$ cat config.mk
export PLATFORM = sky130hd
export DESIGN_NAME = wrf_filter
export DESIGN_NICKNAME = d
export VERILOG_FILES = /design/src/design/wrf_pkg.sv /design/src/design/wrf_filter.sv
export VERILOG_INCLUDE_DIRS = /design/src /design/src/design
export SDC_FILE = /design/constraint.sdc
export NUM_CORES = 1
export LEC_CHECK = 0
export BUFFER_PORTS_ARGS = -buffer_cell sky130_fd_sc_hd__buf_2
export CORE_MARGIN = 2
export CORE_UTILIZATION = 48
export DETAILED_ROUTE_END_ITERATION = 10
export GPL_TIMING_DRIVEN = 0
export PLACE_DENSITY = 0.73
export SYNTH_ARGS = -nofsm -noshare
export SYNTH_HDL_FRONTEND = slang
export SYNTH_SLANG_ARGS = --single-unit
$ cat constraint.sdc
create_clock -name clk -period 14.65 [get_ports clk]
set_input_delay 2.93 -clock clk [delete_from_list [all_inputs] [get_ports clk]]
set_output_delay 2.93 -clock clk [all_outputs]
set_load 0.01 [all_outputs]
$ cat src/design/wrf_defines.svh
// Register map, field positions, reset values and timing for the wake receive filter
`ifndef WRF_DEFINES_SVH
`define WRF_DEFINES_SVH

// Register indices; byte address is four times the index
`define WRF_IDX_DSP 10'h100
`define WRF_IDX_FFE 10'h12C
`define WRF_IDX_CFG 10'h134
`define WRF_IDX_STS 10'h135

// Receive configuration fields
`define WRF_CFG_CLR 11
`define WRF_CFG_STR_HI 10
`define WRF_CFG_STR_LO 9
`define WRF_CFG_MODE 8
`define WRF_CFG_EXT 7
`define WRF_CFG_PW 5
`define WRF_CFG_UC 4
`define WRF_CFG_BC 2
`define WRF_CFG_PAT 1
`define WRF_CFG_MAG 0

// Receive status fields
`define WRF_STS_SFD 7
`define WRF_STS_CRC 6
`define WRF_STS_HACK 5
`define WRF_STS_UC 4
`define WRF_STS_BC 2
`define WRF_STS_PAT 1
`define WRF_STS_MAG 0

// Reset values and masks
`define WRF_CFG_RST 16'h0004
`define WRF_CFG_WMASK 16'h07B7
`define WRF_DSP_RST 16'h0000
`define WRF_FFE_RST 10'h000
`define WRF_FFE_RSV 6'h03

// Pulse timing: base width in wake-clock periods, periods in ps
`define WRF_STRETCH_BASE 8
`define WRF_WAKE_CLK_PS 8000
`define WRF_CLK_PS 10000

`endif

$ cat src/design/wrf_pkg.sv
// Types shared by the wake receive filter
package wrf_pkg;

  // Detection events from the frame parser, one-cycle pulses
  typedef struct packed {
    logic delim_err;  // Start delimiter not as expected
    logic bad_crc;  // Frame check failed
    logic ucast;    // Valid unicast frame
    logic bcast;    // Valid broadcast frame
    logic pattern;  // Valid frame holding the pattern
    logic magic;    // Magic frame seen
    logic pw_ok;    // Password in magic frame matched
  } wrf_rx_ev_t;

  // Wake output drive mode
  typedef enum logic {WRF_PULSE, WRF_LEVEL} wrf_mode_t;

endpackage

$ cat src/design/wrf_filter.sv
// Wake receive filter: registers, status flags and wake output
`timescale 1ns/1ps
`include "wrf_defines.svh"

// Notes on behaviour
// - clear bit drops level wake, self-clears
// - pulse width 8/16/32/64 wake-clock periods
// - mode bit picks level or pulse wake
// - extended enable gates all detection
// - password check enable qualifies magic frames
// - unicast enable lets unicast raise wake
// - broadcast enable, reset one, raises wake
// - pattern enable lets pattern match wake
// - magic enable lets magic frame wake
// - delimiter error sets status bit 7
// - bad frame check sets status bit 6
// - password attack sets status bit 5
// - valid unicast sets status bit 4
// - valid broadcast sets status bit 2
// - valid pattern frame sets status bit 1
// - valid magic frame sets status bit 0
module wrf_filter
  import wrf_pkg::*;
(
  input wire logic clk,                   // 100 MHz clock
  input wire logic resetn,                // Async reset, active low
  input wire logic [11:0] address,        // Avalon byte address
  input wire logic read,                  // Avalon read
  input wire logic write,                 // Avalon write
  input wire logic [31:0] writedata,      // Avalon write data
  input wire logic [3:0] byteenable,      // Avalon byte lanes
  output logic [31:0] readdata,           // Avalon read data
  output logic waitrequest,               // Avalon stall
  input wire wrf_rx_ev_t rx_ev,           // Parser event pulses
  output logic wake_out,                  // Wake output
  output logic extended_receive_features_en, // Feature enable to parser
  output logic wake_password_check_en,    // Password check to parser
  output logic [15:0] dsp_tuning_config,  // Tuning word to DSP
  output logic [9:0] feedforward_equalizer_field // Equalizer setting
);

  // Bus handshake state
  logic ack;                // Second cycle of an access
  logic [9:0] idx;          // Word index of the access
  wire req = read | write;  // Any access pending
  wire wr_acc = write & ack;
  wire rd_acc = read & ack;

  // Register storage
  logic [15:0] cfg;         // Receive configuration, clear bit never stored
  logic [7:0] sts;          // Receive status flags
  logic [15:0] dsp;         // DSP tuning word
  logic [9:0] ffe;          // Equalizer field
  logic [6:0] cnt;          // Pulse countdown
  logic level;              // Latched level wake
  logic wake;               // Registered wake output

  // Next values
  logic [15:0] next_cfg;
  logic [7:0] next_sts;
  logic [15:0] next_dsp;
  logic [9:0] next_ffe;
  logic [6:0] next_cnt;
  logic next_level;
  logic next_wake;
  logic [31:0] next_rdata;

  // Byte-lane merge for 16-bit registers in the low lanes
  function automatic logic [15:0] merge(input logic [15:0] old, input logic [31:0] d, input logic [3:0] be);
    logic [15:0] r;
    r = old;
    if (be[0]) begin
      r[7:0] = d[7:0];
    end
    if (be[1]) begin
      r[15:8] = d[15:8];
    end
    return r;
  endfunction

  // Pulse length in our clock cycles, rounded up as a least time
  function automatic logic [6:0] pulse_cycles(input logic [1:0] sel);
    int ps;
    ps = (`WRF_STRETCH_BASE << sel) * `WRF_WAKE_CLK_PS;
    return 7'((ps + `WRF_CLK_PS - 1) / `WRF_CLK_PS);
  endfunction

  // Address decode
  assign idx = address[11:2];
  wire hit_dsp = (idx == `WRF_IDX_DSP);
  wire hit_ffe = (idx == `WRF_IDX_FFE);
  wire hit_cfg = (idx == `WRF_IDX_CFG);
  wire hit_sts = (idx == `WRF_IDX_STS);

  // One wait state: the master sees waitrequest low on the second cycle
  assign waitrequest = req & ~ack;

  // Configuration fields
  wire [1:0] stretch = cfg[`WRF_CFG_STR_HI:`WRF_CFG_STR_LO];
  wire wrf_mode_t mode = wrf_mode_t'(cfg[`WRF_CFG_MODE]);
  wire ext_en = cfg[`WRF_CFG_EXT];
  wire pw_en = cfg[`WRF_CFG_PW];

  // Events only count while extended features are on
  wire ev_sfd = ext_en & rx_ev.delim_err;
  wire ev_crc = ext_en & rx_ev.bad_crc;
  wire ev_uc = ext_en & rx_ev.ucast;
  wire ev_bc = ext_en & rx_ev.bcast;
  wire ev_pat = ext_en & rx_ev.pattern;
  // A magic frame is valid unless the password check rejects it
  wire ev_mag = ext_en & rx_ev.magic & (~pw_en | rx_ev.pw_ok);
  // A rejected password marks an attack attempt
  wire ev_hack = ext_en & rx_ev.magic & pw_en & ~rx_ev.pw_ok;

  // Set vector in status layout, reserved bit three stays zero
  wire [7:0] sts_set = {ev_sfd, ev_crc, ev_hack, ev_uc, 1'b0, ev_bc, ev_pat, ev_mag};

  // Only flags already shown to software are cleared by the read
  wire [7:0] sts_clr = (rd_acc & hit_sts) ? readdata[7:0] : 8'h00;

  // Wake trigger from enabled detection events only
  wire wake_uc = ev_uc & cfg[`WRF_CFG_UC];
  wire wake_bc = ev_bc & cfg[`WRF_CFG_BC];
  wire wake_pat = ev_pat & cfg[`WRF_CFG_PAT];
  wire wake_mag = ev_mag & cfg[`WRF_CFG_MAG];
  wire trig = wake_uc | wake_bc | wake_pat | wake_mag;

  // Clear strobe exists only in the write cycle
  wire clr_hit = wr_acc & hit_cfg & byteenable[1] & writedata[`WRF_CFG_CLR];

  // Equalizer write merged over its read-only upper bits; a function result cannot be sliced in place
  wire [15:0] ffe_merged = merge({`WRF_FFE_RSV, ffe}, writedata, byteenable);

  // Register writes
  always_comb begin
    next_cfg = cfg;
    next_dsp = dsp;
    next_ffe = ffe;
    if (wr_acc && hit_cfg) begin
      next_cfg = merge(cfg, writedata, byteenable) & `WRF_CFG_WMASK;
    end else if (wr_acc && hit_dsp) begin
      // Software may load a tuning value for immunity margins
      next_dsp = merge(dsp, writedata, byteenable);
    end else if (wr_acc && hit_ffe) begin
      // Upper bits are read-only, so only the field is kept
      next_ffe = ffe_merged[9:0];
    end
  end

  // Status flags latch; a new event wins over the read clear
  assign next_sts = (sts & ~sts_clr) | sts_set;

  // Wake output machinery for both modes
  always_comb begin
    next_level = 1'b0;
    next_cnt = 7'h00;
    case (mode)
      WRF_LEVEL: begin
        // Held until software clears; a same-cycle event wins
        next_level = trig | (level & ~clr_hit);
      end
      default: begin
        // Retrigger restarts the full pulse
        if (trig) begin
          next_cnt = pulse_cycles(stretch);
        end else if (cnt != 7'h00) begin
          next_cnt = cnt - 7'h01;
        end
      end
    endcase
    next_wake = (mode == WRF_LEVEL) ? next_level : (next_cnt != 7'h00);
  end

  // Read mux; the clear bit always reads zero
  always_comb begin
    next_rdata = 32'h0000_0000;
    if (hit_cfg) begin
      next_rdata[15:0] = cfg;
    end else if (hit_sts) begin
      next_rdata[7:0] = sts;
    end else if (hit_dsp) begin
      next_rdata[15:0] = dsp;
    end else if (hit_ffe) begin
      next_rdata[15:0] = {`WRF_FFE_RSV, ffe};
    end
  end

  // Handshake and read data
  always_ff @(posedge clk or negedge resetn) begin
    if (!resetn) begin
      ack <= 1'b0;
      readdata <= 32'h0000_0000;
    end else begin
      ack <= req & ~ack;
      if (read && !ack) begin
        readdata <= next_rdata;
      end
    end
  end

  // Register file
  always_ff @(posedge clk or negedge resetn) begin
    if (!resetn) begin
      cfg <= `WRF_CFG_RST;
      sts <= 8'h00;
      dsp <= `WRF_DSP_RST;
      ffe <= `WRF_FFE_RST;
    end else begin
      cfg <= next_cfg;
      sts <= next_sts;
      dsp <= next_dsp;
      ffe <= next_ffe;
    end
  end

  // Wake state
  always_ff @(posedge clk or negedge resetn) begin
    if (!resetn) begin
      cnt <= 7'h00;
      level <= 1'b0;
      wake <= 1'b0;
    end else begin
      cnt <= next_cnt;
      level <= next_level;
      wake <= next_wake;
    end
  end

  // Outputs
  assign wake_out = wake;
  assign extended_receive_features_en = ext_en;
  assign wake_password_check_en = pw_en;
  assign dsp_tuning_config = dsp;
  assign feedforward_equalizer_field = ffe;

  // Helper: length of the current high run of the wake output
  logic [7:0] hi_run;
  always_ff @(posedge clk or negedge resetn) begin
    if (!resetn) begin
      hi_run <= 8'h00;
    end else begin
      hi_run <= wake ? 8'(hi_run + 8'h01) : 8'h00;
    end
  end

  // Helper: magic wake trigger one cycle late
  logic wake_mag_d;
  always_ff @(posedge clk or negedge resetn) begin
    if (!resetn) begin
      wake_mag_d <= 1'b0;
    end else begin
      wake_mag_d <= wake_mag;
    end
  end
endmodule // wrf_filter

==> results of run 1 <==
layout make-up:
class / instances / area, um2
timing repair buffer: 84 / 423
clock buffer: 11 / 151
fill: 835 / 3800
inverter: 16 / 60.1
buffer: 35 / 204
tap: 111 / 139
sequential: 69 / 1730
multi-input combinational: 371 / 2610
clock inverter: 5 / 81.3
how the worst min path moves through the flow:
stage	from	endpoint	slack, ns
floorplan	sts[0]	sts[0]	0.45
global placement	sts[0]	sts[0]	0.46
detailed placement	sts[0]	sts[0]	0.47
CTS	sts[0]	sts[0]	0.49
global route	sts[0]	sts[0]	0.50
finish	sts[0]	sts[0]	0.49
synth_stat cells (12+ instances only):
master	instances	share of area
dfrtp_1	68	0.38
nand2_1	58	0.048
mux2_2	33	0.082
nor2_1	33	0.027
o21ai_0	29	0.032
ha_1	25	0.069
buf_4	16	0.027
inv_1	15	0.012
a21oi_1	14	0.015
clkbuf_1	14	0.012
nand3_1	13	0.014
a22o_1	12	0.023
kinds of logic after synthesis:
logic type                 count (synthesis)  share of synthesized area
adders and majority gates                 27                     0.0779
xor gates and xnor gates                  10                     0.0210
muxes                                     38                     0.0945
and+or+nand+nor                          162                      0.175
DFF                                       69                      0.382
other                                      1                   0.000828
buffers and inverters                     51                     0.0583
AOI/OAI and AO/OA                        116                      0.190
flip-flops by register name, indices dropped and copies added, names as in the netlist:
register and flops:
dsp_tuning_config 16, readdata 16, feedforward_equalizer_field 10, cfg 9
sts 8, cnt 7, ack 1, level 1
wake_out 1
routing by layer:
| layer | part of all wire | up-vias | track usage |
|---|---|---|---|
| met5 | 0 | - | 0 |
| met3 | 0.069 | 18 | 0.0624 |
| met4 | 0.012 | 0 | 0.0603 |
| met2 | 0.50 | 159 | 0.400 |
| met1 | 0.42 | 1957 | 0.321 |
| li1 | - | 1914 | - |
worst reg2reg max path: stages (launching register included):
cell and delay (ns):
dfrtp_1 0.45, inv_1 0.19, ha_1 0.35, clkbuf_1 0.42, inv_1 0.15, ha_1 0.41, xor2_1 0.24, fa_1 0.43
ha_1 0.30, ha_1 0.21, nor2_1 0.27, nor3_1 0.12, o31ai_2 0.51, o211ai_1 0.31, a32oi_1 0.35, o31a_1 0.27
o21ai_1 0.12, o2111a_1 0.30, or4b_2 0.69, a21oi_1 0.17
report_power, final:
part / switching [W] / internal [W] / total [W]
combinational: 0.0000511 / 0.0000391 / 0.0000902
sequential: 0.00000969 / 0.000202 / 0.000212
clock: 0.0000740 / 0.000105 / 0.000179
through the flow:
| step | util | instance area [um2] | setup WS, ns | hold slack [ns] | power (W) |
|---|---|---|---|---|---|
| floorplan | - | 4590 | 8.58 | 0.449 | 0.000277 |
| global placement | 0.560 | 5150 | 8.39 | 0.462 | 0.000302 |
| detailed placement | 0.560 | 5150 | 8.35 | 0.470 | 0.000305 |
| CTS | 0.586 | 5390 | 8.31 | 0.488 | 0.000485 |
| global route | 0.587 | 5400 | 7.82 | 0.501 | 0.000507 |
| finish | 0.587 | 5400 | 8.30 | 0.486 | 0.000482 |
==> impl_metrics.toml, run 1 <==
[worst_setup_path]
critPathMaxStageDelay_ns = 0.69
end_kind = "flip-flop"
critical_path.top_delay_family = "compound AO/OA/AOI/OAI gates"
cp.depth = 19
cp_cell_sequence = "inv_1 > ha_1 > clkbuf_1 > inv_1 > ha_1 > xor2_1 > fa_1 > ha_1 > ha_1 > nor2_1 > nor3_1 > o31ai_2 > o211ai_1 > a32oi_1 > o31a_1 > o21ai_1 > o2111a_1 > or4b_2 > a21oi_1"
r2r_slack_ns = 8.30
r2r_end = "cnt[0]"
endpoint = "cnt[0]"
path_common_cell = "ha_1"
worstSetupStartpoint = "cfg[9]"
reg2reg_from = "cfg[9]"
critical_path_peak_fanout = 10
required_ns = 14.92
path_class = "flip-flop to flip-flop"
crit_arrival_ns = 6.62
crit_slowest_cell = "or4b_2"
crit_path_start_kind = "flip-flop"
critPathBufInv = 3
r2r_cells = 19

[placement]
dp_hpwl_um = 8970
io_buffer_count = 84
globalplace.congestion = 0.917
dp_cells = 686

[clock_tree]
cts_buffers = 9
clkSinkCount = 69
htreeDepth = 3
tritoncts = "built"
clock_path_buffers = 2
clk_pin_slew_worst_paths_ns = 0.08
cts_hold_buffers = 0
clk_latency_ns = 0.35
cts_resized = 0
cts_root_buf = "clkbuf_8"
cts_setup_buffers = 0

[synthesis]
syn_area_um2 = 4530
synth.distinct_cells = 75
synth.yosys.seq_area_share = 0.382
ys_ff_latch = 69
ys.flop_type = "dfrtp_1"
synth_area_per_cell_um2 = 9.55
synth_edf_count = 0
async_flop_share = 1.00
synth_warnings = 0
synthCells = 474

[final_layout]
fin_nets = 672
area_delta_synth_final_pct = 19.2
final_common_cell = "buf_2"
final_layout_size_suffix_gt1_frac = 0.293
antenna_cells = 0
mostFrequentLayoutCells = "87 x buf_2, 68 x dfrtp_1, 58 x nand2_1"
fin_cells = 702

[run_status]
status = "finished clean"

[floorplanning]
initial_core_util = 0.492
rows = 35
io_pins = 121
core_um2 = 9200
die_x_um = 101
dieArea_um2 = 10200
fp.dieH_um = 101

[timing]
fin_setup_tns_ns = 0
finalCritPeriodShare = 0.434
fin_crit_ns = 6.35
slew_violations = 0
setup_viol = 0
max_slew_margin = 0.0937
tightestPinTransition_ns = 1.36
grt_setup_unrepaired = "no"
clock_skew_ns = 0.0101
timing.fmax_ghz = 0.157
hold_violations = 0

[routing]
via_count = 4048
wl_um = 11800
vias_per_cell = 5.77
antenna_left = 0
post-route-drc-count = 0
drt_pass1_iterations = 5
drt-initial-drc-count = 201
wire_per_inst_um = 16.8

[pwr]
powerDensity_nw_per_um2 = 89.3
p_leak_nw = 2.63
peakVddDrop_mv = 0.0667

[global_routing]
grt_overflow_total = 0
grt_pass1_vias = 3952
grt_first_pass_wirelength_um = 19500
grt_antenna_before_repair = 1
grt_max_degree = 70
track_usage = 0.243

[min_path]
holdCritPathClass = "flip-flop to flip-flop"
hold_depth = 1

[run]
drv_cap = 0
(Power assumes the default switching activity.)
==> inputs of run 2 (changes only) <==
--- a/config.mk
+++ b/config.mk
@@ -11,7 +11,7 @@
 export CORE_UTILIZATION = 48
 export DETAILED_ROUTE_END_ITERATION = 10
 export GPL_TIMING_DRIVEN = 0
-export PLACE_DENSITY = 0.73
+export PLACE_DENSITY = 0.76
 export SYNTH_ARGS = -nofsm -noshare
 export SYNTH_HDL_FRONTEND = slang
 export SYNTH_SLANG_ARGS = --single-unit
==> constraint.sdc (replaced) <==
create_clock -name clk -period 5.3 [get_ports clk]
set_input_delay 1.06 -clock clk [delete_from_list [all_inputs] [get_ports clk]]
set_output_delay 1.06 -clock clk [all_outputs]
set_load 0.01 [all_outputs]
==> impl_metrics.toml, run 2 (synthesized netlist as in run 1, its figures left out) <==
[worst_setup_path]
end_kind = "flip-flop"
critPathMaxStageDelay_ns = 0.59
critical_path_peak_fanout = 6
path_common_cell = "ha_4"
path_class = "flip-flop to flip-flop"
cp_cell_sequence = "buf_6 > ha_4 > inv_2 > ha_4 > xor2_2 > fa_1 > ha_4 > ha_4 > a211oi_4 > o221ai_4 > xor2_4 > o31a_4 > and2_1 > a22o_1 > or3b_4 > and3_4 > o41ai_4 > xor2_1 > a21oi_1 > a21oi_1"
crit_slowest_cell = "fa_1"
crit_arrival_ns = 5.49
required_ns = 5.57
crit_path_start_kind = "flip-flop"

[clock_tree]
clk_pin_slew_worst_paths_ns = 0.07
clkSinkCount = 69
cts_root_buf = "clkbuf_8"
cts_buffers = 9
tritoncts = "built"
clock_path_buffers = 2
clk_latency_ns = 0.35
htreeDepth = 3
cts_hold_buffers = 0

[run_status]
status = "finished clean"

[global_routing]
grt_max_degree = 70
track_usage = 0.242
grt_pass1_vias = 4037
grt_overflow_total = 0
grt_antenna_before_repair = 0
grt_first_pass_wirelength_um = 19600

[floorplanning]
io_pins = 121
initial_core_util = 0.492
rows = 35
die_x_um = 101
core_um2 = 9200
fp.dieH_um = 101
dieArea_um2 = 10200

[final_layout]
final_layout_size_suffix_gt1_frac = 0.383
nFillCells = 726
fin_nets = 702
area_delta_synth_final_pct = 30.7
final_common_cell = "buf_2"
antenna_cells = 0
fin_util = 0.643
fin_cells = 732
mostFrequentLayoutCells = "86 x buf_2, 66 x dfrtp_1, 57 x nand2_1"

[timing]
clock_skew_ns = 0.0130
timing.fmax_ghz = 0.191
hold_violations = 0
hold_slack_ns = 0.485
post-route-worst-setup-slack_ns = 0.0775
finalCritPeriodShare = 0.985
grt_setup_unrepaired = "yes"
max_slew_margin = 0.362
fin_crit_ns = 5.22
slew_violations = 0
setup_viol = 0
tightestPinTransition_ns = 0.949

[pwr]
powerDensity_nw_per_um2 = 226
peakVddDrop_mv = 0.145
post-layout-total-power_w = 0.00133
p_leak_nw = 2.82

[placement]
dp_hpwl_um = 8770
globalplace.congestion = 0.920
io_buffer_count = 84
dp_cells = 686
place_ws_ns = -0.635

[routing]
drt-initial-drc-count = 270
post-route-drc-count = 0
wire_per_inst_um = 17.4
wl_um = 12700
antenna_left = 0
vias_per_cell = 5.73
drt_pass1_iterations = 8
via_count = 4198

[min_path]
holdCritPathClass = "flip-flop to flip-flop"

[run]
drv_cap = 0
run 2: through the flow:
step	instance area (um2)	TNS (ns)
after global placement	5160	-1.08
after global routing	5920	-0.245
final	5920	0
after detailed placement	5170	-1.41
after CTS	5660	0
after floorplan	4600	0
run 2: what timing repair did:
| action | CTS | global route |
|---|---|---|
| setup endpoints to repair | 4 | 2 |
| pin swaps | 16 | 20 |
| setup buffers | 18 | 14 |
| resized for setup | 31 | 23 |
run 2: path summary, 6_finish.rpt:
kind                                   start      endpoint  slack, ns  cells past startpoint
worst max register to register       cfg[10]        cnt[0]       0.08                     20
min in group asynchronous             resetn      wake_out       0.83                      1
worst min register to register  readdata[12]  readdata[12]       0.49                      2
worst min-delay path            readdata[12]  readdata[12]       0.49                      2
max in group asynchronous             resetn       cfg[10]       3.86                      1
worst max-delay path                 cfg[10]        cnt[0]       0.08                     20
run 2: per-layer routing:
layer / part of all wire / vias to the layer above / global-route usage
met4: 0.017 / 0 / 0.0572
li1: - / 1962 / -
met5: 0 / - / 0
met3: 0.069 / 22 / 0.0596
met1: 0.42 / 2025 / 0.328
met2: 0.49 / 189 / 0.393
run 2: final cells by class:
cell class,count,area (um2),share of cell area
plain buffers,34,221,0.0374
multi-input cells,371,2870,0.485
well taps,111,139,0.0235
clock inverters,5,83.8,0.0142
flip-flops and latches,69,1730,0.292
repair buffers,115,659,0.111
inverters,16,72.6,0.0123
clock buffers,11,141,0.0239
run 2: critical path: cells and delay by family, from the launching register on:
| family | cells | cell delay [ns] |
|---|---|---|
| AO/OA/AOI/OAI | 7 | 1.60 |
| adder cells (fa/ha/maj) | 5 | 1.42 |
| buffers and inverters | 2 | 0.25 |
| AND/OR/NAND/NOR | 3 | 0.79 |
| flip-flops | 1 | 0.47 |
| XOR/XNOR | 3 | 0.62 |
run 2: report_power, final:
group,internal [W],total [W],leakage [nW],switching (W)
clock network,0.000279,0.000487,0.106,0.000208
logic,0.000116,0.000262,1.78,0.000146
registers,0.000560,0.000586,0.928,0.0000261
